--- src/cnt_preset_pkg.sv ---
// Package: types and constants for the counter preset and match channel
package cnt_preset_pkg;

   localparam int unsigned CNT_W = 32;

   // Compare points per channel and their positions
   localparam int unsigned NUM_POINTS = 2;
   localparam int unsigned POINT_ONE  = 0;
   localparam int unsigned POINT_TWO  = 1;

   typedef logic signed [CNT_W-1:0] count_t;

   // Index-input preset trigger selection
   typedef enum logic [1:0]
   {
      TRIG_RISE,
      TRIG_FALL,
      TRIG_BOTH,
      TRIG_LEVEL
   } index_trig_t;

   localparam count_t COUNT_RST   = 32'sh0000_0000;
   localparam count_t PRESET_RST  = 32'sh0000_0000;
   localparam count_t COMPARE_RST = 32'sh0000_0000;
   localparam count_t COUNT_STEP  = 32'sh0000_0001;

   // Configuration of the preset sources
   typedef struct packed
   {
      index_trig_t trig_sel;
      logic        req_flag_en;
   } preset_cfg_t;

   // Comparison result of one compare point against the count
   typedef struct packed
   {
      logic lt;
      logic eq;
      logic gt;
   } cmp_res_t;

   // Host write port: strobe with data
   typedef struct packed
   {
      logic   wr;
      count_t data;
   } wr_port_t;

endpackage : cnt_preset_pkg

--- src/cnt_compare.sv ---
// Signed comparator of the current count against one compare point
module cnt_compare
   import cnt_preset_pkg::*;
(
   input  wire count_t   i_count,
   input  wire count_t   i_point,
   output cmp_res_t      o_res
);

   // signed compare
   // Both operands are signed typed, so the relations are signed
   assign o_res.lt = (i_count <  i_point);
   assign o_res.eq = (i_count == i_point);
   assign o_res.gt = (i_count >  i_point);

endmodule // cnt_compare

--- src/cnt_match_point.sv ---
// Counter channel: preset sources, request flag, compare points, match pins
//
// Summary of operation
// - Any preset event loads the held preset value; counting resumes from it
// - Index preset trigger: rising, falling, both edges, or level while high
// - Option lets index presets set the request flag; ignored in level mode
// - While the request flag is set, every preset source is ignored
// - Request flag clears on the clear command; program must clear to re-arm
// - Preset value write stores the value without touching the count
// - Index and program presets load regardless of the count enable command
// - Program preset loads the count on the rising edge of its command
// - Two independent writable compare points, each with its own match flag
// - Less-than flag on while count below point one, off otherwise
// - Greater-than flag on while count exceeds point one
// - Count equal to point one sets match flag and drives match pin
// - Match pins driven only while the single output enable is on
// - Match reset command clears and holds off flag and pin
// - Releasing match reset during equality turns flag and pin on again
// - Match flag latches; a new match needs a match reset first
// - Match flag sets on equality whatever the output enable state
// - Count is a signed 32-bit linear value; comparisons are signed
module cnt_match_point
(
   input  wire logic                        i_ref_clk,
   input  wire logic                        i_rst_n,
   input  wire cnt_preset_pkg::preset_cfg_t i_preset_cfg,
   input  wire logic                        i_index,
   input  wire logic                        i_step_up,
   input  wire logic                        i_step_dn,
   input  wire logic                        i_count_enable_cmd,
   input  wire logic                        i_program_preset_cmd,
   input  wire cnt_preset_pkg::wr_port_t    i_preset_value_write_op,
   input  wire cnt_preset_pkg::wr_port_t    i_compare_point_write_op_one,
   input  wire cnt_preset_pkg::wr_port_t    i_compare_point_write_op_two,
   input  wire logic                        i_match_reset_cmd_one,
   input  wire logic                        i_match_reset_cmd_two,
   input  wire logic                        i_match_output_enable_cmd,
   input  wire logic                        i_ext_preset_request_clear_cmd,
   output cnt_preset_pkg::count_t           o_current_count,
   output logic                             o_ext_preset_request_flag,
   output cnt_preset_pkg::cmp_res_t         o_res_one,
   output logic                             o_match_flag_one,
   output logic                             o_match_flag_two,
   output logic                             o_match_out_one,
   output logic                             o_match_out_two
);

   import cnt_preset_pkg::*;

   // ==========================================================================
   // Declarations
   // ==========================================================================

   // Count and preset value
   count_t                  count_q;
   count_t                  preset_q;

   // Index pin synchroniser and edge history
   logic                    idx_s1_q;
   logic                    idx_s2_q;
   logic                    idx_s3_q;
   logic                    idx_rise;
   logic                    idx_fall;
   logic                    index_fire;

   // Program preset command history
   logic                    prog_prev_q;
   logic                    prog_rise;

   // Preset decision and request flag
   logic                    preset_fire;
   logic                    req_q;
   logic                    req_set;

   // Count steps, gated by the count enable
   logic                    move_up;
   logic                    move_dn;

   // Compare points, comparator results and match state
   count_t                  point_q [NUM_POINTS];
   wr_port_t                point_wr [NUM_POINTS];
   cmp_res_t                res [NUM_POINTS];
   cmp_res_t                res_one_q;
   logic [NUM_POINTS-1:0]   mrst;
   logic [NUM_POINTS-1:0]   flag_d;
   logic [NUM_POINTS-1:0]   flag_q;
   logic [NUM_POINTS-1:0]   out_q;

   // ==========================================================================
   // Decoding helpers
   // ==========================================================================

   function automatic logic index_hit
   (
      input index_trig_t sel,
      input logic        rise,
      input logic        fall,
      input logic        level
   );
      logic hit;
      hit = 1'b0;
      case (sel)
         TRIG_RISE:  hit = rise;
         TRIG_FALL:  hit = fall;
         TRIG_BOTH:  hit = rise | fall;
         TRIG_LEVEL: hit = level;
         default:    hit = 1'b0;
      endcase
      return hit;
   endfunction

   // edge modes only
   // Level mode reloads every cycle, so it never sets the request flag
   function automatic logic is_edge_mode
   (
      input index_trig_t sel
   );
      return (sel != TRIG_LEVEL);
   endfunction

   // ==========================================================================
   // Index pin synchroniser
   // ==========================================================================

   // The pin is asynchronous; only the second and third stages are decoded.
   // History resets low, the idle level of the pin, so reset gives no edge.
   always_ff @(posedge i_ref_clk)
   begin
      if (!i_rst_n)
      begin
         idx_s1_q <= 1'b0;
         idx_s2_q <= 1'b0;
         idx_s3_q <= 1'b0;
      end
      else
      begin
         idx_s1_q <= i_index;
         idx_s2_q <= idx_s1_q;
         idx_s3_q <= idx_s2_q;
      end
   end

   assign idx_rise   = idx_s2_q & ~idx_s3_q;
   assign idx_fall   = ~idx_s2_q & idx_s3_q;
   assign index_fire = index_hit(i_preset_cfg.trig_sel, idx_rise, idx_fall,
                                 idx_s2_q);

   // ==========================================================================
   // Program preset command
   // ==========================================================================

   always_ff @(posedge i_ref_clk)
   begin
      if (!i_rst_n)
         prog_prev_q <= 1'b0;
      else
         prog_prev_q <= i_program_preset_cmd;
   end

   assign prog_rise = i_program_preset_cmd & ~prog_prev_q;

   // ==========================================================================
   // Preset decision and request flag
   // ==========================================================================

   assign preset_fire = ~req_q & (index_fire | prog_rise);

   assign req_set = ~req_q & index_fire & i_preset_cfg.req_flag_en &
                    is_edge_mode(i_preset_cfg.trig_sel);

   // flag clear
   // A new index event is only honoured while the flag is clear, so the
   // set can never meet a clear of an already set flag.
   always_ff @(posedge i_ref_clk)
   begin
      if (!i_rst_n)
         req_q <= 1'b0;
      else if (req_set)
         req_q <= 1'b1;
      else if (i_ext_preset_request_clear_cmd)
         req_q <= 1'b0;
   end

   // ==========================================================================
   // Preset value register
   // ==========================================================================

   // preset write
   // An index preload in the same cycle still takes the old value
   always_ff @(posedge i_ref_clk)
   begin
      if (!i_rst_n)
         preset_q <= PRESET_RST;
      else if (i_preset_value_write_op.wr)
         preset_q <= i_preset_value_write_op.data;
   end

   // ==========================================================================
   // Current count
   // ==========================================================================

   assign move_up = i_count_enable_cmd & i_step_up & ~i_step_dn;
   assign move_dn = i_count_enable_cmd & i_step_dn & ~i_step_up;

   // preset load
   // A preset wins over a step in the same cycle and ignores the enable.
   // Range limits are handled outside; the count simply wraps here.
   always_ff @(posedge i_ref_clk)
   begin
      if (!i_rst_n)
         count_q <= COUNT_RST;
      else if (preset_fire)
         count_q <= preset_q;
      else if (move_up)
         count_q <= count_q + COUNT_STEP;
      else if (move_dn)
         count_q <= count_q - COUNT_STEP;
   end

   // ==========================================================================
   // Compare points
   // ==========================================================================

   assign point_wr[POINT_ONE] = i_compare_point_write_op_one;
   assign point_wr[POINT_TWO] = i_compare_point_write_op_two;
   assign mrst                = {i_match_reset_cmd_two, i_match_reset_cmd_one};

   always_ff @(posedge i_ref_clk)
   begin
      for (int i = 0; i < NUM_POINTS; i++)
      begin
         if (!i_rst_n)
            point_q[i] <= COMPARE_RST;
         else if (point_wr[i].wr)
            point_q[i] <= point_wr[i].data;
      end
   end

   for (genvar gi = 0; gi < NUM_POINTS; gi++)
   begin : g_point
      cnt_compare i_cnt_compare
      (
         .i_count (count_q),
         .i_point (point_q[gi]),
         .o_res   (res[gi])
      );

      // latch
      // The reset command wins; releasing it during equality sets again
      assign flag_d[gi] = ~mrst[gi] & (flag_q[gi] | res[gi].eq);
   end

   // ==========================================================================
   // Match flags and pins
   // ==========================================================================

   // flag and pin
   // The pin is registered from the same next value as the flag, so the
   // two never drift apart by a cycle.
   always_ff @(posedge i_ref_clk)
   begin
      if (!i_rst_n)
      begin
         flag_q <= '0;
         out_q  <= '0;
      end
      else
      begin
         flag_q <= flag_d;
         out_q  <= flag_d & {NUM_POINTS{i_match_output_enable_cmd}};
      end
   end

   always_ff @(posedge i_ref_clk)
   begin
      if (!i_rst_n)
         res_one_q <= '0;
      else
         res_one_q <= res[POINT_ONE];
   end

   // ==========================================================================
   // Outputs, all taken from registers
   // ==========================================================================

   assign o_current_count           = count_q;
   assign o_ext_preset_request_flag = req_q;
   assign o_res_one                 = res_one_q;
   assign o_match_flag_one          = flag_q[POINT_ONE];
   assign o_match_flag_two          = flag_q[POINT_TWO];
   assign o_match_out_one           = out_q[POINT_ONE];
   assign o_match_out_two           = out_q[POINT_TWO];
endmodule // cnt_match_point

--- config.mk ---
export PLATFORM = sky130hd
export DESIGN_NAME = cnt_match_point
export DESIGN_NICKNAME = d
export VERILOG_FILES = /design/src/cnt_preset_pkg.sv /design/src/cnt_compare.sv /design/src/cnt_match_point.sv
export SDC_FILE = /design/constraint.sdc
export NUM_CORES = 1
export LEC_CHECK = 0
export CORE_AREA = 5 5 149 151
export CTS_CLUSTER_SIZE = 16
export DETAILED_ROUTE_END_ITERATION = 10
export DIE_AREA = 0 0 154 156
export DONT_BUFFER_PORTS = 1
export REMOVE_ABC_BUFFERS = 1
export SLEW_MARGIN = 20
export SYNTH_ARGS = -nofsm -noshare
export SYNTH_HDL_FRONTEND = slang
export SYNTH_SLANG_ARGS = --single-unit
--- constraint.sdc ---
create_clock -name i_ref_clk -period 3.8 [get_ports i_ref_clk]
set_input_delay 0.76 -clock i_ref_clk [delete_from_list [all_inputs] [get_ports i_ref_clk]]
set_output_delay 0.76 -clock i_ref_clk [all_outputs]
set_load 0.005 [all_outputs]
* Word-level counts from Yosys, hierarchy flattened *
Memories as Yosys holds them, arrays and structs flattened.
Cells that the tools add are included.
Widths: inputs -> output; s select.

word-level totals
  RAM bits = 64
  word-level logic and storage cells = 69
  bits in registers = 76
  memories kept = 1
  bits of input ports = 113
  output and inout port bits = 40

memories
  memory   words  width  read ports  clocked after memory_dff  write ports  line                   source
  point_q  2      32     2           0                         2            cnt_match_point.sv:80  count_t point_q [NUM_POINTS];

cells by class
  reductions and logical operators = 3
  multiplexer cells = 15
  equality and inequality tests = 6
  order comparisons = 2
  add/sub/neg operators = 2
  bitwise gates (word level) = 28

operators by type and width
  kind                   count
  $mux 32                5
  $eq 32x32->1           2
  $add 32x2->32 const B  1
  $gt 32x32->1           1
  $lt 32x32->1           1
  $sub 32x2->32 const B  1
  $and 1x1->1            13
  $mux 1                 9
  $not 1->1              8
  $or 1x1->1             6
  $eq 2x2->1 const B     2
  $pmux 1 s4             1
  $reduce_bool 3->1      1
  $and 2x2->2            1
  $eq 2x1->1 const B     1
  $logic_not 2->1        1
  $ne 2x2->1 const B     1
  $reduce_bool 2->1      1

* Depth between registers and ports, before layout *
Gate-level depths: netlist of the first run.

  word-level depth = 8
  gate-level depth with buffers = 13
  gate-level depth less buffers = 13

* Modules after synthesis *
From an unflattened synthesis of the first run, not the netlist that was laid out.

unflattened totals
  cell total of the unflattened synthesis = 948
  area total of the unflattened synthesis = 8906.0 um^2

modules (own cells, without submodules)
  module                                  cells each  instances  area each (um^2)  seq. area each (um^2)
  cnt_match_point                         714         1          7193.1            3443.3
  cnt_compare (g_point[0].i_cnt_compare)  115         1          868.3             0.0
  cnt_compare (g_point[1].i_cnt_compare)  119         1          844.6             0.0

* Least setup slack after synthesis of the first run *
Ideal clock, no wire load.

  path kind = in2reg
  start point = in i_step_up
  end point = reg count_q[28] (netlist: o_current_count[28])
  arrival time = 3.343 ns
  stages = 11
  data required time = 3.697 ns
  setup slack = 0.353 ns
  buffers on the path = 1
  library setup time = 0.103 ns
  cells stage by stage = nand2_1 > or2_2 > ha_1 > clkdlybuf4s18_1 > nand3_1 > or3_1 > o211ai_1 > o21ai_1 > o31ai_2 > mux2i_1 > a2111oi_2

between the ends
  longest elaborated chain between the ends = 4

ends and longest elaborated chain
  element                    line                    source
  start, declared            cnt_match_point.sv:28   input wire logic i_step_up,
  $and 1x1->1 (2 in series)  cnt_match_point.sv:202  assign move_up = i_count_enable_cmd & i_step_up & ~i_step_dn;
  $mux 32                    cnt_match_point.sv:214  else if (move_up)
  $mux 32                    cnt_match_point.sv:212  else if (preset_fire)
  end signal, assigned       cnt_match_point.sv:213  count_q <= preset_q;
  end signal, assigned       cnt_match_point.sv:215  count_q <= count_q + COUNT_STEP;
  end signal, assigned       cnt_match_point.sv:217  count_q <= count_q - COUNT_STEP;
  end, declared              cnt_match_point.sv:55   count_t count_q;

Parallel ways exist; a longest one is shown, timed or not.
A chain may end at the register's enable or synchronous reset.

* Worst setup path in the final report of the first run *
  start point = in i_step_up
  end point = reg count_q[31] (netlist: o_current_count[31])

Same word-level chain as after synthesis.

==> impl_metrics.yaml, run 1 <==
routing:
  vias_per_cell: 5.38
  drt-pass1-iter-count: 4
  ant_nets: 0
  drtIter0Drc: 305
  drcViolationCount: 0
  wire_per_inst_um: 20.0
  routed_wirelength_mm: 22.8
  vias: 6152
clock_network:
  cts_setup_buffers: 0
  cts_hold_buf: 0
  clk_pin_slew_ps: 60
  htree_levels: 4
  cts.sink_count: 140
  clockRootBuffer: "clkbuf_16"
  clock_path_buffers: 2
  cts_buffers: 17
  ctsResizeCount: 0
  cts_tree: "yes"
  insertion_delay_ps: 420
worst_hold_path:
  min_path_type: "input pin to flop"
synth:
  async_flop_share: 0
  syn_avg_cell_area_sq_um: 9.47
  synth_area_sq_um: 8140
  synth_area_leaders: "edfxtp_1, dfxtp_1, ha_1, xnor2_1, and3_1"
  synth-edff-count: 64
  synth_top_family_by_area: "simple AND/OR/NAND/NOR gates"
  synth_top_area_cell: "edfxtp_1"
  synth_compound_area_frac: 0.145
  yosysSeqAreaShare: 0.423
  ys_ff_latch: 140
  yosysWarnings: 0
  synthAdderAreaFrac: 0.106
  synth_xor_area_frac: 0.0657
  synthMuxAreaShare: 0.0472
  synthDistinctLibCells: 55
  synth_top_area_share: 0.236
  synth-main-ff-cell: "dfxtp_1"
  synthSimpleGateAreaFrac: 0.168
  postSynthCellCount: 859
place:
  dpl.hpwl_mm: 17.2
  port_buffers: 0
  placed_area_sq_um: 8460
  gp_congestion: 0.887
  placed_cells: 1111
outcome:
  outcome: "completed"
floorplanning:
  die_h_um: 156
  start_util: 0.393
  die_width_um: 154
  fp-row-count: 53
  dieArea_sq_um: 24000
  ios: 153
  core_sq_um: 20700
worst_setup_path:
  cp-start-kind: "input pin"
  critical_path.cell_chain: "nand2_1 > or2_2 > buf_12 > ha_1 > a21oi_1 > o211ai_1 > nand2_1 > a21boi_0 > nor4_1 > buf_4 > o21ai_0 > xnor2_1 > nor4_1 > a311oi_1"
  crit_arrival_ps: 3530
  path_max_fanout: 23
  slowest_stage: "or2_2"
  max_stage_delay_ps: 420
  required_ps: 4120
  path_class: "input pin to flop"
  crit_path_end_kind: "flop"
sta:
  fin_crit_sh: 0.843
  worstMarginPinSlew_ps: 712
  min_period_ps: 3200
  finalSetupViolations: 0
  setup_tns_ps: 0
  clock_skew_ps: 10.6
  hold_violations: 0
  rsz0062_at_grt: "false"
  drv_slew: 0
  slew_headroom: 0.525
  max_freq_mhz: 312
final_layout:
  nNetsFinal: 1036
  fillers: 2059
  diodes: 0
  final_cells: 1143
  areaGrowthSynthToFinish_pct: 11.0
  drive_gt1_frac: 0.0749
  postLayoutCellArea_sq_um: 9030
global_routing:
  grt_pass1_wl_mm: 35.3
  grt_max_degree: 91
  grt.total_usage: 0.189
  grt_overflow_total: 0
  antenna_found_initial: 0
  grt_pass1_vias: 6162
power_and_ir_drop:
  cellLeakagePower_uw: 0.00401
  pwr_density_cell_nw_per_um2: 514
  ir_drop_mv: 0.290
job:
  drv_cap: 0
==> final cells by class <==
cell class                      count  area, sq um  area share
Clock buffer                       23          500      0.0554
Clock inverter                      9         63.8     0.00707
Inverter                           45          169      0.0187
Multi-Input combinational cell    628         4320       0.479
Sequential cell                   140         3440       0.381
Tap cell                          275          344      0.0381
Timing Repair Buffer               23          185      0.0205
==> cells in the mapped netlist (5+ instances only) <==
cell type	count
nand4_1	24
clkbuf_1	34
xnor2_1	51
or3_1	5
o31ai_1	5
nor4_1	6
a311oi_1	12
ha_1	67
o21ai_0	36
and3_1	66
dfxtp_1	76
nand3_1	12
a21oi_1	64
nand2b_1	5
nand2_1	66
o211ai_1	5
nor2_1	73
a31oi_1	9
a21o_1	30
inv_1	44
mux2i_1	35
buf_1	6
edfxtp_1	64
and2_1	7
xor2_1	10
==> state kept, by name, summed over array words and instances, names as in the netlist <==
signal                     flops
flag_q                         2
o_res_one                      3
prog_prev_q                    1
o_current_count               32
out_q                          2
preset_q                      32
idx_s2_q                       1
idx_s1_q                       1
idx_s3_q                       1
o_ext_preset_request_flag      1
point_q                       64
==> report_power, final <==
part | leakage [uW] | switching (uW) | internal, uW
logic | 0.00243 | 676 | 541
clock network | 0.000269 | 658 | 930
registers | 0.00131 | 134 | 1710
==> cell families after synthesis <==
logic type	Yosys count
and+or+nand+nor	276
muxes	37
adders and majority gates	68
buffers and inverters	91
xor gates and xnor gates	61
AOI/OAI and AO/OA	186
DFF	140
==> layer usage <==
metal | vias up | track usage | routed length, um
li1 | 3101 | - | -
met1 | 2894 | 0.256 | 10500
met2 | 135 | 0.306 | 10800
met3 | 22 | 0.0452 | 1260
met4 | 0 | 0.0454 | 268
met5 | - | 0 | 0
==> final timing paths <==
path                              start                  end  slack [ps]  cells after the start
hold reg to reg                idx_s1_q             idx_s2_q         440                      1
hold / removal    i_match_reset_cmd_two            flag_q[1]         420                      1
setup reg to reg     o_current_count[0]  o_current_count[28]         740                     11
setup / recovery              i_step_up  o_current_count[31]         600                     14
==> placed cells by master (no fill, tap or decap), types with 30 or more instances in the layout <==
cell type	Yosys	routed
a21o_1	30	30
inv_1	44	44
dfxtp_1	76	76
ha_1	67	67
mux2i_1	35	35
xnor2_1	51	51
o21ai_0	36	36
a21oi_1	64	64
edfxtp_1	64	64
nor2_1	73	73
and3_1	66	66
nand2_1	66	66
==> critical path, delay by kind of cell <==
family | cells | cell delay [ps]
buffers and inverters | 2 | 400
xor gates and xnor gates | 1 | 230
adders and majority gates | 1 | 390
and+or+nand+nor | 5 | 870
AOI/OAI and AO/OA | 5 | 860
==> stage by stage <==
step	setup slack, ps	power (uW)	utilization	hold WS (ps)
finish	598	4640	0.436	417
global placement	211	3090	0.409	414
CTS	606	4690	0.436	401
global route	317	4910	0.436	400
detailed placement	181	3090	0.409	425
floorplan	338	2720	-	412
Power figures use the tool's default switching activity.
==> run 2, diff against run 1 <==
- clock period: 3.8 -> 3.2 ns (I/O delays scaled with it)
==> run 2 against run 1 <==
Net effect:
- critical path depth shrank 3
- sequential share of layout area shrank 2.6 points
- combinational power grew 43%
- final area grew 7.2%
- wire length grew 3.5%
- largest power group unchanged
==> impl_metrics.yaml, run 2 (synthesis results as in run 1) <==
outcome:
  outcome: "completed"
sta:
  max_freq_mhz: 330
  drv_slew: 0
  clock_skew_ps: 8.16
  fin_crit_sh: 0.948
  min_period_ps: 3030
  worstMarginPinSlew_ps: 720
  slew_headroom: 0.519
  hold_violations: 0
  finalSetupViolations: 0
  setup_tns_ps: 0
power_and_ir_drop:
  cellLeakagePower_uw: 0.00442
  pwr_density_cell_nw_per_um2: 606
  p_total_uw: 5860
  ir_drop_mv: 0.388
worst_setup_path:
  timing.rr.end: "o_current_count[28]"
  reg2regPathDepth: 11
  cp-start-kind: "input pin"
  required_ps: 3520
  crit_path_end_kind: "flop"
  path_class: "input pin to flop"
  rr_startpoint: "o_current_count[0]"
  rrSetupSlack_ps: 430
  crit_arrival_ps: 3360
  path_max_fanout: 15
final_layout:
  layout_common_cells: "buf_4, dfxtp_1, nor2_1"
  nNetsFinal: 1119
  largest_reg_flops: 64
  final_common_cell: "buf_4"
  top_register: "point_q"
  areaGrowthSynthToFinish_pct: 18.9
  drive_gt1_frac: 0.161
clock_network:
  cts_tree: "yes"
  clockRootBuffer: "clkbuf_16"
  insertion_delay_ps: 430
  clk_pin_slew_ps: 60
  htree_levels: 4
  cts_buffers: 17
  clock_path_buffers: 2
  cts.sink_count: 140
routing:
  vias_per_cell: 5.24
  ant_nets: 0
  routed_wirelength_mm: 23.6
  drcViolationCount: 0
  drt-pass1-iter-count: 5
  wire_per_inst_um: 19.3
  vias: 6435
  drtIter0Drc: 379
global_routing:
  grt_pass1_vias: 6443
  grt_pass1_wl_mm: 36.9
  antenna_found_initial: 1
  grt_max_degree: 91
  grt.total_usage: 0.198
  grt_overflow_total: 0
floorplanning:
  fp-row-count: 53
  start_util: 0.393
  core_sq_um: 20700
  die_width_um: 154
  ios: 153
  dieArea_sq_um: 24000
  die_h_um: 156
worst_hold_path:
  worstHoldPathCells: 1
  worstHoldStart: "i_match_reset_cmd_two"
  holdPathEnd: "flag_q[1]"
  min_path_type: "input pin to flop"
job:
  drv_cap: 0
place:
  dpl.hpwl_mm: 18.3
  gp_congestion: 0.896
  port_buffers: 0
## run 2: power breakdown
part / switching, uW / internal (uW) / leakage (uW)
Clock: 850 / 1130 / 0.000286
Combinational: 905 / 847 / 0.00282
Sequential: 108 / 2030 / 0.00131
## run 2: per-stage QoR
step / area, sq um / utilization / instances / hold WS, ps / setup WS [ps]
CTS: 9660 / 0.467 / 1225 / 275 / 172
finish: 9680 / 0.468 / 1227 / 299 / 166
global route: 9680 / 0.468 / 1227 / 277 / -17.1
detailed placement: 9080 / 0.439 / 1193 / 426 / -253
floorplan: 7940 / - / 813 / 412 / -142
global placement: 9080 / 0.439 / 1193 / 415 / -199
## run 2: worst max-delay path by stage
stage,from,endpoint,slack [ps]
floorplan,i_step_up,o_current_count[21],-140
global placement,i_step_up,o_current_count[28],-200
detailed placement,i_step_up,o_current_count[28],-250
CTS,i_step_up,o_current_count[28],170
global route,i_step_up,o_current_count[26],-20
finish,i_step_up,o_current_count[28],170
## run 2: area by class of cell
class | count | area (sq um)
multi-input cells | 628 | 4330
diodes | 1 | 2.50
fillers | 2027 | 11000
well taps | 275 | 344
clock buffers | 19 | 453
inverters | 45 | 169
repair buffers | 106 | 808
clock inverters | 13 | 126
flip-flops and latches | 140 | 3440
## run 2: timing repair
| item | CTS | global route |
|---|---|---|
| hold buffers | 0 | 0 |
| buffers inserted | 0 | 1 |
| setup endpoints to repair | 0 | 4 |
| gates resized for setup | 0 | 2 |
## run 2: layer usage
layer | vias up | track usage | routed length (um)
li1 | 3256 | - | -
met3 | 25 | 0.0422 | 1250
met5 | - | 0 | 0
met2 | 161 | 0.321 | 11200
met1 | 2993 | 0.269 | 10800
met4 | 0 | 0.0572 | 378
## run 2: critical path, stage by stage
cell and delay [ps]:
nand2_1 30, or2_2 410, buf_12 210, ha_1 400
nand4_1 150, or3_1 360, o211ai_1 300, o21ai_1 140
o31ai_2 260, mux2i_1 120, a2111oi_2 310
==> run 3, diff against run 2 <==
- clock period: 3.2 -> 2.7 ns (I/O delays scaled with it)
==> run 3 against run 2 <==
Net effect:
- worst hold slack lost 110 ps
- sequential share of layout area decreased by 1.6 points
- final cell count is 2.0% higher
- register-to-register slack worse by 330 ps
- clock power rose by 15%
- count of clock-buffer cells in the layout rose by 1
- sequential power is 18% higher
- non-clock buffer count up 24
- core utilization is 2.3 points higher
- power rose by 21%
- global-route usage increased by 0.069 points
- die area did not move
- critical path type unchanged
==> impl_metrics.yaml, run 3 (synthesis results as in run 1) <==
outcome:
  outcome: "completed"
clock_network:
  cts_hold_buf: 0
  insertion_delay_ps: 430
  clockRootBuffer: "clkbuf_16"
  htree_levels: 4
  clk_pin_slew_ps: 70
  cts_buffers: 17
  clock_path_buffers: 2
  cts.sink_count: 140
  cts_tree: "yes"
power_and_ir_drop:
  ir_drop_mv: 0.450
  cellLeakagePower_uw: 0.00459
  clkPwrFrac: 0.321
  switchingPower_uw: 2250
  swShare: 0.317
  pwr_density_cell_nw_per_um2: 699
  combPwrFrac: 0.324
  seqPwrFrac: 0.356
  p_int_uw: 4840
worst_setup_path:
  path_max_fanout: 7
  path_class: "input pin to flop"
  rr_startpoint: "o_current_count[1]"
  crit_arrival_ps: 2930
  rrSetupSlack_ps: 100
  crit_path_end_kind: "flop"
  required_ps: 3020
  cp-start-kind: "input pin"
  reg2regPathDepth: 11
  timing.rr.end: "o_current_count[19]"
routing:
  vias: 6588
  vias_per_cell: 5.26
  routed_wirelength_mm: 24.3
  drcViolationCount: 0
  ant_nets: 0
  drtIter0Drc: 355
  wire_per_inst_um: 19.4
  drt-pass1-iter-count: 5
sta:
  finalSetupViolations: 0
  fin_crit_sh: 0.968
  whs_ps: 187
  clock_skew_ps: 18.4
  hold_violations: 0
  drv_slew: 0
  min_period_ps: 2610
  slew_headroom: 0.617
  rsz0062_at_grt: "true"
  setup_tns_ps: 0
  worstMarginPinSlew_ps: 574
  worst_slack_ps: 86.1
  max_freq_mhz: 383
final_layout:
  drive_gt1_frac: 0.210
  top_register: "point_q"
  nNetsFinal: 1144
  postLayoutCellArea_sq_um: 10100
  final_common_cell: "buf_4"
  areaGrowthSynthToFinish_pct: 24.7
  largest_reg_flops: 64
  layout_common_cells: "buf_4, dfxtp_1, nor2_1"
worst_hold_path:
  worstHoldPathCells: 1
  min_path_type: "input pin to flop"
  worstHoldStart: "i_match_reset_cmd_two"
  holdPathEnd: "flag_q[1]"
global_routing:
  grt_pass1_vias: 6637
  grt_overflow_total: 0
  antenna_found_initial: 1
  grt_max_degree: 91
  grt_pass1_wl_mm: 37.3
  grt.total_usage: 0.199
floorplanning:
  die_width_um: 154
  die_h_um: 156
  dieArea_sq_um: 24000
  start_util: 0.393
  core_sq_um: 20700
  fp-row-count: 53
  ios: 153
place:
  port_buffers: 0
  placed_area_sq_um: 9280
  dpl.hpwl_mm: 18.2
  dp_slack_ps: -662
  gp_congestion: 0.862
job:
  drv_cap: 0
==> run 3: changes by cell type in the layout (fill, tap and decap cells not counted), sizes merged <==
cell	delta
inv	-3
or2	+1
clkinv	+2
buf	+23
clkbuf	+2
==> run 3: power by group through the flow <==
stage / registers (uW) / logic, uW / clock network (uW)
6_report: 2520 / 2300 / 2270
5_1_grt: 2540 / 2550 / 2420
4_1_cts: 2510 / 2190 / 2320
3_5_place_dp: 2560 / 2140 / 0
3_3_place_gp: 2560 / 2130 / 0
2_1_floorplan: 2560 / 1270 / 0
==> run 3: worst max-delay path: stages <==
cell	delay (ps)
nand2_8	40
or2_4	310
ha_4	320
a21o_1	140
a31oi_1	50
a211o_1	330
a211o_1	350
and2_2	220
o21ai_0	230
xnor2_1	160
o211ai_1	100
o211a_1	150
==> run 3: layout make-up <==
class                   count  area (sq um)
multi-input cells         629          4580
well taps                 275           344
inverters                  45           169
fillers                  1940         10500
diodes                      1          2.50
clock inverters            12           114
flip-flops and latches    140          3440
repair buffers            130          1040
clock buffers              20           447
==> run 3: metrics by stage <==
step | power [uW] | utilization | cells
finish | 7090 | 0.490 | 1252
global route | 7500 | 0.490 | 1252
CTS | 7030 | 0.478 | 1248
detailed placement | 4700 | 0.449 | 1215
global placement | 4690 | 0.449 | 1215
floorplan | 3830 | - | 813
==> run 3: what timing repair did <==
item | CTS | global route
endpoints found under the setup margin | 11 | 13
gates resized for setup | 7 | 40
cloned | 0 | 2
pin swaps | 3 | 21
setup buffers | 1 | 2
==> run 3: metal layers <==
metal / vias up / part of all wire / track usage
li1: 3322 / - / -
met1: 3085 / 0.48 / 0.274
met2: 151 / 0.46 / 0.310
met3: 30 / 0.042 / 0.0422
met4: 0 / 0.025 / 0.0719
met5: - / 0 / 0
==> run 3: worst max path at each step <==
stage                            start                   to  slack, ps  cells past startpoint
global route        i_count_enable_cmd  o_current_count[21]        -40                     12
detailed placement           i_step_up  o_current_count[28]       -660                     12
floorplan                    i_step_up  o_current_count[21]       -540                     12
global placement             i_step_up  o_current_count[29]       -620                     13
finish              i_count_enable_cmd  o_current_count[19]         90                     12
CTS                 o_current_count[0]  o_current_count[28]        -30                     11
